[src/snt_defs.svh]
// offsets, field positions, reset values for the transition filter block
`ifndef SNT_DEFS_SVH
`define SNT_DEFS_SVH

// register offsets inside one group window
`define SNT_OFF_COND 5'h00
`define SNT_OFF_NTR 5'h04
`define SNT_OFF_EVT 5'h08
`define SNT_OFF_MASK 5'h0C
// group windows: oper 0x00, trig 0x20, arm 0x40, seq 0x60
`define SNT_GRP_OPER 2'h0
`define SNT_GRP_TRIG 2'h1
`define SNT_GRP_ARM 2'h2
`define SNT_GRP_SEQ 2'h3
// implemented bit positions of each group
`define SNT_IMPL_OPER 16'h0462
`define SNT_IMPL_TRIG 16'h0002
`define SNT_IMPL_ARM 16'h0002
`define SNT_IMPL_SEQ 16'h0006
// field positions
`define SNT_B_FIRST_SEQ 1
`define SNT_B_FIRST_ARM_LAYER 1
`define SNT_B_SECOND_ARM_LAYER 2
`define SNT_B_OPER_TRIG 5
`define SNT_B_OPER_IDLE 10
// reset values
`define SNT_NTR_RST 16'h0000
`define SNT_EVT_RST 16'h0000
`define SNT_MASK_RST 16'h0000
`define SNT_RDATA_RST 32'h0000_0000

`endif

[src/snt_pkg.sv]
// types shared by the transition filter block
package snt_pkg;

  // apb request fields held by the master through a transfer
  typedef struct packed {
    logic [31:0] paddr;
    logic pwrite;
    logic [31:0] pwdata;
  } snt_apb_req_t;

  // real-time condition inputs, one word per group
  typedef struct packed {
    logic [15:0] seq;
    logic [15:0] arm;
    logic [15:0] trig;
    logic [15:0] oper;
  } snt_cond_t;

  // register selected inside a group window
  typedef enum logic [2:0] {
    SNT_SEL_COND = 3'h0,
    SNT_SEL_NTR = 3'h1,
    SNT_SEL_EVT = 3'h3,
    SNT_SEL_MASK = 3'h2,
    SNT_SEL_NONE = 3'h6
  } snt_sel_t;

endpackage

[src/snt_sync.sv]
// two-flop synchroniser for the condition inputs
module snt_sync #(
  parameter int W = 64
) (
  input wire logic i_sys_clk,
  input wire logic i_rst_b,
  input wire logic [W-1:0] i_async,
  output logic [W-1:0] o_sync
);

  logic [W-1:0] meta_q;

  // first stage feeds only the second
  always_ff @(posedge i_sys_clk or negedge i_rst_b)
  begin
    if (!i_rst_b)
    begin
      meta_q <= '0;
      o_sync <= '0;
    end
    else
    begin
      meta_q <= i_async;
      o_sync <= meta_q;
    end
  end

endmodule // snt_sync

[src/snt_group.sv]
// one status group: condition view, ntr filter, sticky events, mask
`include "snt_defs.svh"

module snt_group #(
  parameter logic [15:0] IMPL = 16'hFFFF
) (
  input wire logic i_sys_clk,
  input wire logic i_rst_b,
  input wire logic [15:0] i_cond,
  input wire logic i_ntr_we,
  input wire logic i_evt_w1c,
  input wire logic i_mask_we,
  input wire logic [15:0] i_wdata,
  output logic [15:0] o_cond,
  output logic [15:0] o_ntr,
  output logic [15:0] o_evt,
  output logic [15:0] o_mask
);

  logic [15:0] prev_q;
  logic [15:0] fall;

  // live view, unused bits zero
  assign o_cond = i_cond & IMPL;

  // previous condition for edge detection
  always_ff @(posedge i_sys_clk or negedge i_rst_b)
  begin
    if (!i_rst_b)
      prev_q <= '0;
    else
      prev_q <= o_cond;
  end

  // 1 to 0 change on an enabled bit
  assign fall = prev_q & ~o_cond & o_ntr;

  // negative transition filter, cleared at power-up
  always_ff @(posedge i_sys_clk or negedge i_rst_b)
  begin
    if (!i_rst_b)
      o_ntr <= `SNT_NTR_RST;
    else if (i_ntr_we)
      o_ntr <= i_wdata & IMPL;
  end

  // sticky events, set wins over write-one clear
  always_ff @(posedge i_sys_clk or negedge i_rst_b)
  begin
    if (!i_rst_b)
      o_evt <= `SNT_EVT_RST;
    else if (i_evt_w1c)
      o_evt <= (o_evt & ~i_wdata) | fall;
    else
      o_evt <= o_evt | fall;
  end

  // interrupt mask
  always_ff @(posedge i_sys_clk or negedge i_rst_b)
  begin
    if (!i_rst_b)
      o_mask <= `SNT_MASK_RST;
    else if (i_mask_we)
      o_mask <= i_wdata & IMPL;
  end

endmodule // snt_group

[src/snt_top.sv]
// apb register bank with negative transition filters and condition queries
//
// Design decisions made here: the register addresses and the APB register port.
`include "snt_defs.svh"

module snt_top (
  input wire logic i_sys_clk,
  input wire logic i_rst_b,
  input wire logic i_psel,
  input wire logic i_penable,
  input wire snt_pkg::snt_apb_req_t i_apb,
  output logic o_pready,
  output logic [31:0] o_prdata,
  output logic o_pslverr,
  input wire snt_pkg::snt_cond_t i_cond,
  output logic o_irq
);
  import snt_pkg::*;

  localparam logic [15:0] IMPL [4] = '{`SNT_IMPL_OPER, `SNT_IMPL_TRIG,
                                       `SNT_IMPL_ARM, `SNT_IMPL_SEQ};

  logic [63:0] cond_raw;
  logic [63:0] cond_flat;
  logic [15:0] cond_s [4];
  logic [15:0] cond_v [4];
  logic [15:0] ntr [4];
  logic [15:0] evt [4];
  logic [15:0] mask [4];
  snt_sel_t sel;
  logic [1:0] grp;
  logic hit;
  logic setup;
  logic wr;
  logic [15:0] rd_val;

  ////////////////////////////////////////////////////////////////////////
  // condition input synchronisation

  assign cond_raw = {i_cond.seq, i_cond.arm, i_cond.trig, i_cond.oper};

  snt_sync #(.W(64)) u_sync (
    .i_sys_clk(i_sys_clk),
    .i_rst_b(i_rst_b),
    .i_async(cond_raw),
    .o_sync(cond_flat)
  );

  ////////////////////////////////////////////////////////////////////////
  // address decode

  assign grp = i_apb.paddr[6:5];

  // pick the register inside the group window
  always_comb
  begin
    if (i_apb.paddr[31:7] != 25'h000_0000)
      sel = SNT_SEL_NONE;
    else if (i_apb.paddr[4:0] == `SNT_OFF_COND)
      sel = SNT_SEL_COND;
    else if (i_apb.paddr[4:0] == `SNT_OFF_NTR)
      sel = SNT_SEL_NTR;
    else if (i_apb.paddr[4:0] == `SNT_OFF_EVT)
      sel = SNT_SEL_EVT;
    else if (i_apb.paddr[4:0] == `SNT_OFF_MASK)
      sel = SNT_SEL_MASK;
    else
      sel = SNT_SEL_NONE;
  end

  assign hit = (sel != SNT_SEL_NONE);
  assign setup = i_psel && !i_penable;
  assign wr = i_psel && i_penable && i_apb.pwrite && hit;

  // zero wait states
  assign o_pready = 1'b1;

  ////////////////////////////////////////////////////////////////////////
  // the four status groups

  genvar g;
  generate
    for (g = 0; g < 4; g++)
    begin : gen_grp
      assign cond_s[g] = cond_flat[16*g +: 16];
      snt_group #(.IMPL(IMPL[g])) u_grp (
        .i_sys_clk(i_sys_clk),
        .i_rst_b(i_rst_b),
        .i_cond(cond_s[g]),
        .i_ntr_we(wr && grp == 2'(g) && sel == SNT_SEL_NTR),
        .i_evt_w1c(wr && grp == 2'(g) && sel == SNT_SEL_EVT),
        .i_mask_we(wr && grp == 2'(g) && sel == SNT_SEL_MASK),
        .i_wdata(i_apb.pwdata[15:0]),
        .o_cond(cond_v[g]),
        .o_ntr(ntr[g]),
        .o_evt(evt[g]),
        .o_mask(mask[g])
      );
    end
  endgenerate

  ////////////////////////////////////////////////////////////////////////
  // read path

  // read mux, no side effect on any register
  always_comb
  begin
    if (sel == SNT_SEL_COND)
      rd_val = cond_v[grp];
    else if (sel == SNT_SEL_NTR)
      rd_val = ntr[grp];
    else if (sel == SNT_SEL_EVT)
      rd_val = evt[grp];
    else if (sel == SNT_SEL_MASK)
      rd_val = mask[grp];
    else
      rd_val = 16'h0000;
  end

  // read data captured in the setup cycle
  always_ff @(posedge i_sys_clk or negedge i_rst_b)
  begin
    if (!i_rst_b)
      o_prdata <= `SNT_RDATA_RST;
    else if (setup && !i_apb.pwrite)
      o_prdata <= {16'h0000, rd_val};
  end

  // error flag for unmapped addresses
  always_ff @(posedge i_sys_clk or negedge i_rst_b)
  begin
    if (!i_rst_b)
      o_pslverr <= 1'b0;
    else if (setup)
      o_pslverr <= !hit;
  end

  ////////////////////////////////////////////////////////////////////////
  // interrupt

  // level while any unmasked event is set
  always_comb
  begin
    o_irq = 1'b0;
    for (int k = 0; k < 4; k++)
      o_irq = o_irq | (|(evt[k] & mask[k]));
  end

  logic [15:0] ntr_oper_w;
  logic oper_trig_prev_q;
  logic oper_trig_fall;
  logic [1:0] rst_age_q;
  assign ntr_oper_w = ntr[0];

  // trigger bit of the oper view one cycle back
  always_ff @(posedge i_sys_clk or negedge i_rst_b)
  begin
    if (!i_rst_b)
      oper_trig_prev_q <= 1'b0;
    else
      oper_trig_prev_q <= cond_v[0][`SNT_B_OPER_TRIG];
  end

  // enabled 1 to 0 change of that bit
  assign oper_trig_fall = oper_trig_prev_q
    && !cond_v[0][`SNT_B_OPER_TRIG] && ntr[0][`SNT_B_OPER_TRIG];

  // cycles since reset release, saturating at three
  always_ff @(posedge i_sys_clk or negedge i_rst_b)
  begin
    if (!i_rst_b)
      rst_age_q <= 2'h0;
    else if (rst_age_q != 2'h3)
      rst_age_q <= rst_age_q + 2'h1;
  end
endmodule // snt_top

[config.mk]
export PLATFORM = sky130hd
export DESIGN_NAME = snt_top
export DESIGN_NICKNAME = d
export VERILOG_FILES = /design/src/snt_pkg.sv /design/src/snt_sync.sv /design/src/snt_group.sv /design/src/snt_top.sv
export VERILOG_INCLUDE_DIRS = /design/src
export SDC_FILE = /design/constraint.sdc
export NUM_CORES = 1
export LEC_CHECK = 0
export ABC_AREA = 0
export BUFFER_PORTS_ARGS = -buffer_cell sky130_fd_sc_hd__clkbuf_2
export CAP_MARGIN = 20
export CORE_ASPECT_RATIO = 1.75
export CORE_UTILIZATION = 57
export CTS_BUF_LIST = sky130_fd_sc_hd__clkbuf_2 sky130_fd_sc_hd__clkbuf_4 sky130_fd_sc_hd__clkbuf_8
export CTS_CLUSTER_SIZE = 25
export DETAILED_ROUTE_END_ITERATION = 8
export PLACE_DENSITY = 0.88
export SYNTH_ARGS = -nofsm -noshare
export SYNTH_HDL_FRONTEND = slang
export SYNTH_SLANG_ARGS = --single-unit
[constraint.sdc]
create_clock -name i_sys_clk -period 4.1 [get_ports i_sys_clk]
set_input_delay 0.205 -clock i_sys_clk [delete_from_list [all_inputs] [get_ports i_sys_clk]]
set_output_delay 0.205 -clock i_sys_clk [all_outputs]
set_load 0.02 [all_outputs]
; Word-level counts from Yosys, hierarchy flattened
; Cells that the tools add are included.
[word_totals]
ff_bits = 207
inputBits = 133
wordCells = 121
[classes]
n_lt_le_gt_ge = 1
eq_ne = 10
muxes = 25
bitwise = 33
n_reduce_logical = 32
[op_table]
columns = op, n
row1 = 16-bit two-way mux, 16
row2 = 16-bit binary-select mux with 2-bit select, 4
row3 = 16-bit bitwise OR, 8
row4 = 16-bit AND, 4
row5 = 16-bit by 2-bit AND with 16-bit output, 4
row6 = 16-bit OR reduction, 4
row7 = 16-bit by 11-bit AND with 16-bit output, 2
row8 = 16-bit by 3-bit AND with 16-bit output, 2
row9 = 2-bit by 16-bit AND with 16-bit output, 2
row10 = 2-bit NOT with 16-bit output, 2
row11 = 25-bit nonzero test, 1
row12 = 1-bit logical AND, 21
row13 = 11-bit by 16-bit AND with 16-bit output, 1
row14 = 3-bit by 16-bit AND with 16-bit output, 1
row15 = 11-bit NOT with 16-bit output, 1
row16 = 16-bit NOT, 1
row17 = 3-bit NOT with 16-bit output, 1
row18 = 3-bit two-way mux, 5
row19 = "5-bit by 4-bit == test with 1-bit output, second input constant", 2
row20 = "3-bit by 2-bit == test with 1-bit output, second input constant", 2
row21 = "5-bit by 3-bit == test with 1-bit output, second input constant", 1
row22 = 5-bit zero test, 1
row23 = "2-bit == test, second input constant", 2
row24 = "3-bit by 1-bit == test with 1-bit output, second input constant", 1
row25 = 8 further kinds, 12

; Logic depth before layout (Yosys ltp)
[logic_depth]
ltp_word = 11
ltp_mapped = 6
mapped_depth_nobuf = 4

; Modules after synthesis
; Synthesis repeated with hierarchy kept, for this count alone.
[hier_totals]
cells_unflattened = 881
area_unflattened_um2 = 11199.5
[by_module_without_submodules]
columns = module, instances, cells_per_inst, area_per_inst_um2
row1 = snt_top, 1, 385, 3528.4
row2 = snt_sync, 1, 128, 3203.1
row3 = snt_group (gen_grp[1].u_grp ...), 2, 87, 1024.7
row4 = snt_group (gen_grp[0].u_grp), 1, 102, 1302.5
row5 = snt_group (gen_grp[3].u_grp), 1, 92, 1116.1

; Worst setup path after synthesis
; OpenSTA, ideal clock, no wires.
[synth_timing]
kind = input to register
startpoint = input port i_apb[42] (netlist bit)
endpoint = register gen_grp[0].u_grp.o_mask[10]
arrival_time_ns = 1.753
t_required_ns = 3.975
slack_ns = 2.222
stages = 6
n_path_buf = 2
path_cell_list = nor4_1 nand4_1 buf_4 or4_4 buf_6 mux2_4
[synth_between]
elab_chain_len = 6
word_cells_on_any_way = 7
classes_between = 2 x eq/ne / 1 x mux / 4 x reduce/logical
[synth_rtl]
columns = element, line_no
row1 = start: declaration, snt_top.sv:11  ; input wire snt_pkg::snt_apb_req_t i_apb,
row2 = 25-bit nonzero test *, snt_top.sv:57  ; if (i_apb.paddr[31:7] != 25'h000_0000)
row3 = 3-bit two-way mux *, snt_top.sv:57
row4 = 3-bit inequality test, snt_top.sv:71  ; assign hit = (sel != SNT_SEL_NONE);
row5 = 1-bit logical AND, snt_top.sv:73  ; assign wr = i_psel && i_penable && i_apb.pwrite && hit;
row6 = 1-bit logical AND, snt_top.sv:92  ; .i_mask_we(wr && grp == 2'(g) && sel == SNT_SEL_MASK),
row7 = 1-bit logical AND *, snt_top.sv:92
row8 = end signal: assignment, snt_group.sv:62  ; o_mask <= `SNT_MASK_RST;
row9 = end signal: assignment, snt_group.sv:64  ; o_mask <= i_wdata & IMPL;
row10 = end: declaration, snt_group.sv:17  ; output logic [15:0] o_mask
; Mark *: on every way between the ends. The rest lies on a longest branch, timed or not.
; A chain may end at the register's enable or synchronous reset.

; Worst setup path after layout
[layout_timing]
startpoint = input port i_apb[50] (netlist bit)
endpoint = register gen_grp[3].u_grp.o_evt[6]
[layout_between]
elab_chain_len = 7
word_cells_on_any_way = 8
classes_between = 2 x eq/ne / 2 x mux / 4 x reduce/logical
[layout_rtl]
columns = element, line_no
row1 = 25-bit nonzero test *, snt_top.sv:57
row2 = 3-bit two-way mux *, snt_top.sv:57
row3 = 3-bit inequality test, snt_top.sv:71
row4 = 1-bit logical AND, snt_top.sv:73
row5 = 1-bit logical AND, snt_top.sv:91  ; .i_evt_w1c(wr && grp == 2'(g) && sel == SNT_SEL_EVT),
row6 = 1-bit logical AND *, snt_top.sv:91
row7 = 16-bit two-way mux *, snt_group.sv:52  ; else if (i_evt_w1c)
row8 = end signal: assignment, snt_group.sv:51  ; o_evt <= `SNT_EVT_RST;
row9 = end signal: assignment, snt_group.sv:53  ; o_evt <= (o_evt & ~i_wdata) | fall;
row10 = end signal: assignment, snt_group.sv:55  ; o_evt <= o_evt | fall;
row11 = end: declaration, snt_group.sv:16  ; output logic [15:0] o_evt,
; Marks and branches as above.

==> summary.md <==
| Metric | Value |
|---|---|
| Status | `finished, final reports clean` |
| Slowest CP cell | `buf_4` |
| Total track usage | `28.93%` |
| MaxCap Viol Count | `0` |
| Max Root-Sink Buffers | `2` |
| Setup CP Type | `input port to register` |
| CTS tree | `built` |
| Post-CTS Resized | `0` |
| PortBufs | `78` |
| Unique masters post-synth | `37` |
| Slew margin rel. | `38.14%` |
| Min cycle time layout | `1.961 ns` |
| Max Slew Vio Count | `0` |
| Setup violators final | `0` |
| #FFs+latches synth | `121` |
| Final WS setup | `2.139 ns` |
| CP Buf/Inv Count | `2` |
| Top delay family on crit path | `simple AND/OR/NAND/NOR gates` |
| Arr. time, crit path | `2.23 ns` |
| Setup Buffers After CTS | `0` |
| Die Wd | `74.67 microns` |
| Worst reg2reg path depth | `3` |
| EDFF count, synth | `0` |
| Initial antenna violation count | `0` |
| Crit start category | `input port` |
| Initial Util | `58.29%` |
| Total CTS buffers | `17` |
| First-pass GRT wire length | `19.93 mm` |
| Clock sink total | `121` |
| Vias in the first global route | `4107` |
| Final Non-Filler Cells | `660` |
| Vias per cell | `6.092` |
| Final #Nets | `660` |
| Rows | `46` |
| Core area | `9036 sq um` |
| GPL Wtd Cong | `0.8784` |
| Initial DRC count | `296` |
| Place WS | `1.737 ns` |
| Clock transition at path regs | `0.08 ns` |
| Clock skew | `0.01204 ns` |
| Placed Area | `5702 sq um` |
| Largest net degree at the start of global routing | `65` |
| Hold Buf Count CTS | `20` |
| Syn. warnings | `0` |
| Final routed DRC violation total | `0` |
| Tcrit/Tclk final | `47.83%` |
| DR pass1 iterations | `5` |
| HPWL after DPL | `8.153 mm` |
| Die height | `129.2 microns` |
| Total power draw | `2.596 mW` |
| Die area | `9645 sq um` |
| Crit path cell chain | `clkbuf_2 > nor4_1 > nand4_1 > nor3_4 > buf_4 > a31oi_1` |
| Number of stages on the worst setup path | `6` |
| Synth Instances | `430` |
| Worst Path Required | `4.37 ns` |
| Peak supply drop | `0.4116 mV` |
| DRT antenna net count | `0` |
| Share of post-route cells with drive strength above 1 | `30.74%` |
| Leak | `3.186 nW` |
| Min-Delay Path Depth | `2` |
| Area Growth Syn to Fin | `20.88%` |
| Clk_lat worst skew | `0.44 ns` |
| Post-synthesis cell area | `5268 sq um` |
| Routed wire length per instance | `19.13 microns` |
| DRT Wirelength | `12.62 mm` |
| Setup crit end kind | `register` |
| Clk root buf | `clkbuf_8` |
| CP max FO | `64` |
| Gr ovfl total | `0` |
| Top FF cell, synth | `dfrtp_1` |
| Hold Crit Class | `input port to register` |
| ANT cells | `0` |
| Dpl cells | `608` |
| Mean Syn Cell Area | `12.25 sq um` |
| Sequential area share after synthesis | `57.48%` |
| Slew of the pin with the lowest slew margin | `0.9279 ns` |
| Fmax | `0.5099 GHz` |
| Unrepaired setup endpoints after global routing | `no` |
| Slowest stage delay, CP | `0.55 ns` |
| PD cells | `407.7 nW/um^2` |
| Final hold viol count | `0` |
| Asr flop ratio synth | `100.0%` |
| Setup TNS | `0 ns` |
| # IOs | `168` |
| H-tree levels | `4` |
| Final Instance Area | `6367 sq um` |
| Via count | `4021` |
synthesized netlist by cell type, types with 2 or more instances:
master	instances	area share, %
buf_1	5	0.36
and3_1	9	1.1
conb_1	2	0.14
buf_2	8	0.76
a31o_2	2	0.33
a22o_1	14	2.3
nor4_1	13	1.5
a21oi_1	3	0.28
and2_1	3	0.36
o22ai_1	4	0.47
nand2b_1	2	0.24
mux2i_1	2	0.38
nand3b_1	11	1.6
dfrtp_1	121	57
nand3_1	3	0.28
clkbuf_1	10	0.71
nor2_1	5	0.36
nand2_1	5	0.36
a22oi_1	14	2.0
mux4_2	20	8.6
mux2_4	4	1.1
inv_1	66	4.7
nor3b_1	2	0.28
mux2_2	14	3.0
a31oi_1	58	6.9
nand4_1	2	0.24
buf_4	18	2.6
worst register-to-register path, delay by kind of cell, from the launching register on:
| kind | cells | cell delay, ns |
|---|---|---|
| multiplexers | 2 | 0.94 |
| flip-flops | 1 | 0.41 |
| AO/OA/AOI/OAI | 1 | 0.20 |
power breakdown:
| group | internal, mW | total (mW) | switching, mW |
|---|---|---|---|
| Clock | 0.760 | 1.23 | 0.474 |
| Sequential | 1.21 | 1.21 | 0.00593 |
| Combinational | 0.0556 | 0.151 | 0.0952 |
| Total | 2.02 | 2.60 | 0.575 |
area by class of cell:
| type | instances | area [sq um] |
|---|---|---|
| clock inverter | 12 | 196.4 |
| tap | 120 | 150.1 |
| sequential | 121 | 3028 |
| clock buffer | 20 | 269.0 |
| inverter | 66 | 247.7 |
| fill | 622 | 2669 |
| multi-input combinational | 215 | 1823 |
| timing repair buffer | 106 | 653.1 |
per-stage QoR:
| step | util [%] | hold slack [ns] |
|---|---|---|
| floorplan | - | -0.09059 |
| global placement | 63.10 | 0.1346 |
| detailed placement | 63.10 | 0.1465 |
| CTS | 70.47 | 0.02547 |
| global route | 70.47 | 0.02622 |
| finish | 70.47 | 0.04790 |
state kept, by name (all words and copies together), names as in the netlist:
name                  count
gen_grp.u_grp.o_evt      64
gen_grp.u_grp.o_mask      8
gen_grp.u_grp.o_ntr       8
gen_grp.u_grp.prev_q      8
o_prdata                 16
o_pslverr                 1
u_sync.meta_q             8
u_sync.o_sync             8
cell usage in the layout, fill, tap and decap left out, types with 2 or more instances in the layout:
| master | instances |
|---|---|
| dfrtp_1 | 121 |
| clkbuf_2 | 77 |
| inv_1 | 66 |
| a31oi_1 | 58 |
| mux4_2 | 20 |
| dlygate4sd3_1 | 20 |
| clkbuf_8 | 19 |
| conb_1 | 17 |
| a22oi_1 | 14 |
| a22o_1 | 14 |
| mux2_2 | 14 |
| nor4_1 | 12 |
| nand3b_1 | 11 |
| and3_1 | 9 |
| buf_4 | 9 |
| nand2_1 | 5 |
| nor2_1 | 5 |
| bufinv_16 | 5 |
| o22ai_1 | 4 |
| mux2_4 | 4 |
| nand3_1 | 3 |
| and2_1 | 3 |
| a21oi_1 | 3 |
| clkinvlp_4 | 3 |
| clkinv_2 | 3 |
| nor4_2 | 2 |
| nand4_1 | 2 |
| nand2b_1 | 2 |
| nor3b_2 | 2 |
| mux2i_1 | 2 |
| a31o_2 | 2 |
layer usage:
metal	track usage [%]	part of all wire [%]	up-vias
li1	-	-	1714
met1	32.71	36	2038
met2	47.32	54	226
met3	9.565	6.7	43
met4	16.20	3.5	0
met5	0	0	-
worst paths after layout:
kind | startpoint | end | slack [ns]
hold / removal | i_apb[10] | gen_grp[1].u_grp.o_evt[10]$_DFFE_PN0P_ | 0.05
setup / recovery | i_apb[50] | gen_grp[3].u_grp.o_evt[6]$_DFFE_PN0N_ | 2.14
hold reg to reg | u_sync.meta_q[10]$_DFF_PN0_ | u_sync.o_sync[10]$_DFF_PN0_ | 0.35
max in group asynchronous | i_rst_b | gen_grp[1].u_grp.o_evt[13]$_DFFE_PN0P_ | 2.85
setup reg to reg | u_sync.o_sync[1]$_DFF_PN0_ | o_prdata[1]$_DFFE_PN0P_ | 2.44
min in group asynchronous | i_rst_b | gen_grp[2].u_grp.o_evt[4]$_DFFE_PN0P_ | 0.22
logic make-up after synthesis:
logic type	Yosys count	share of synthesized area [%]
AND/OR/NAND/NOR	63	7.601
other	2	0.1426
multiplexers	40	13.06
AO/OA/AOI/OAI	95	12.30
flip-flops	121	57.48
buffers and inverters	109	9.406
Note: power is estimated with default switching activity, not from simulation.
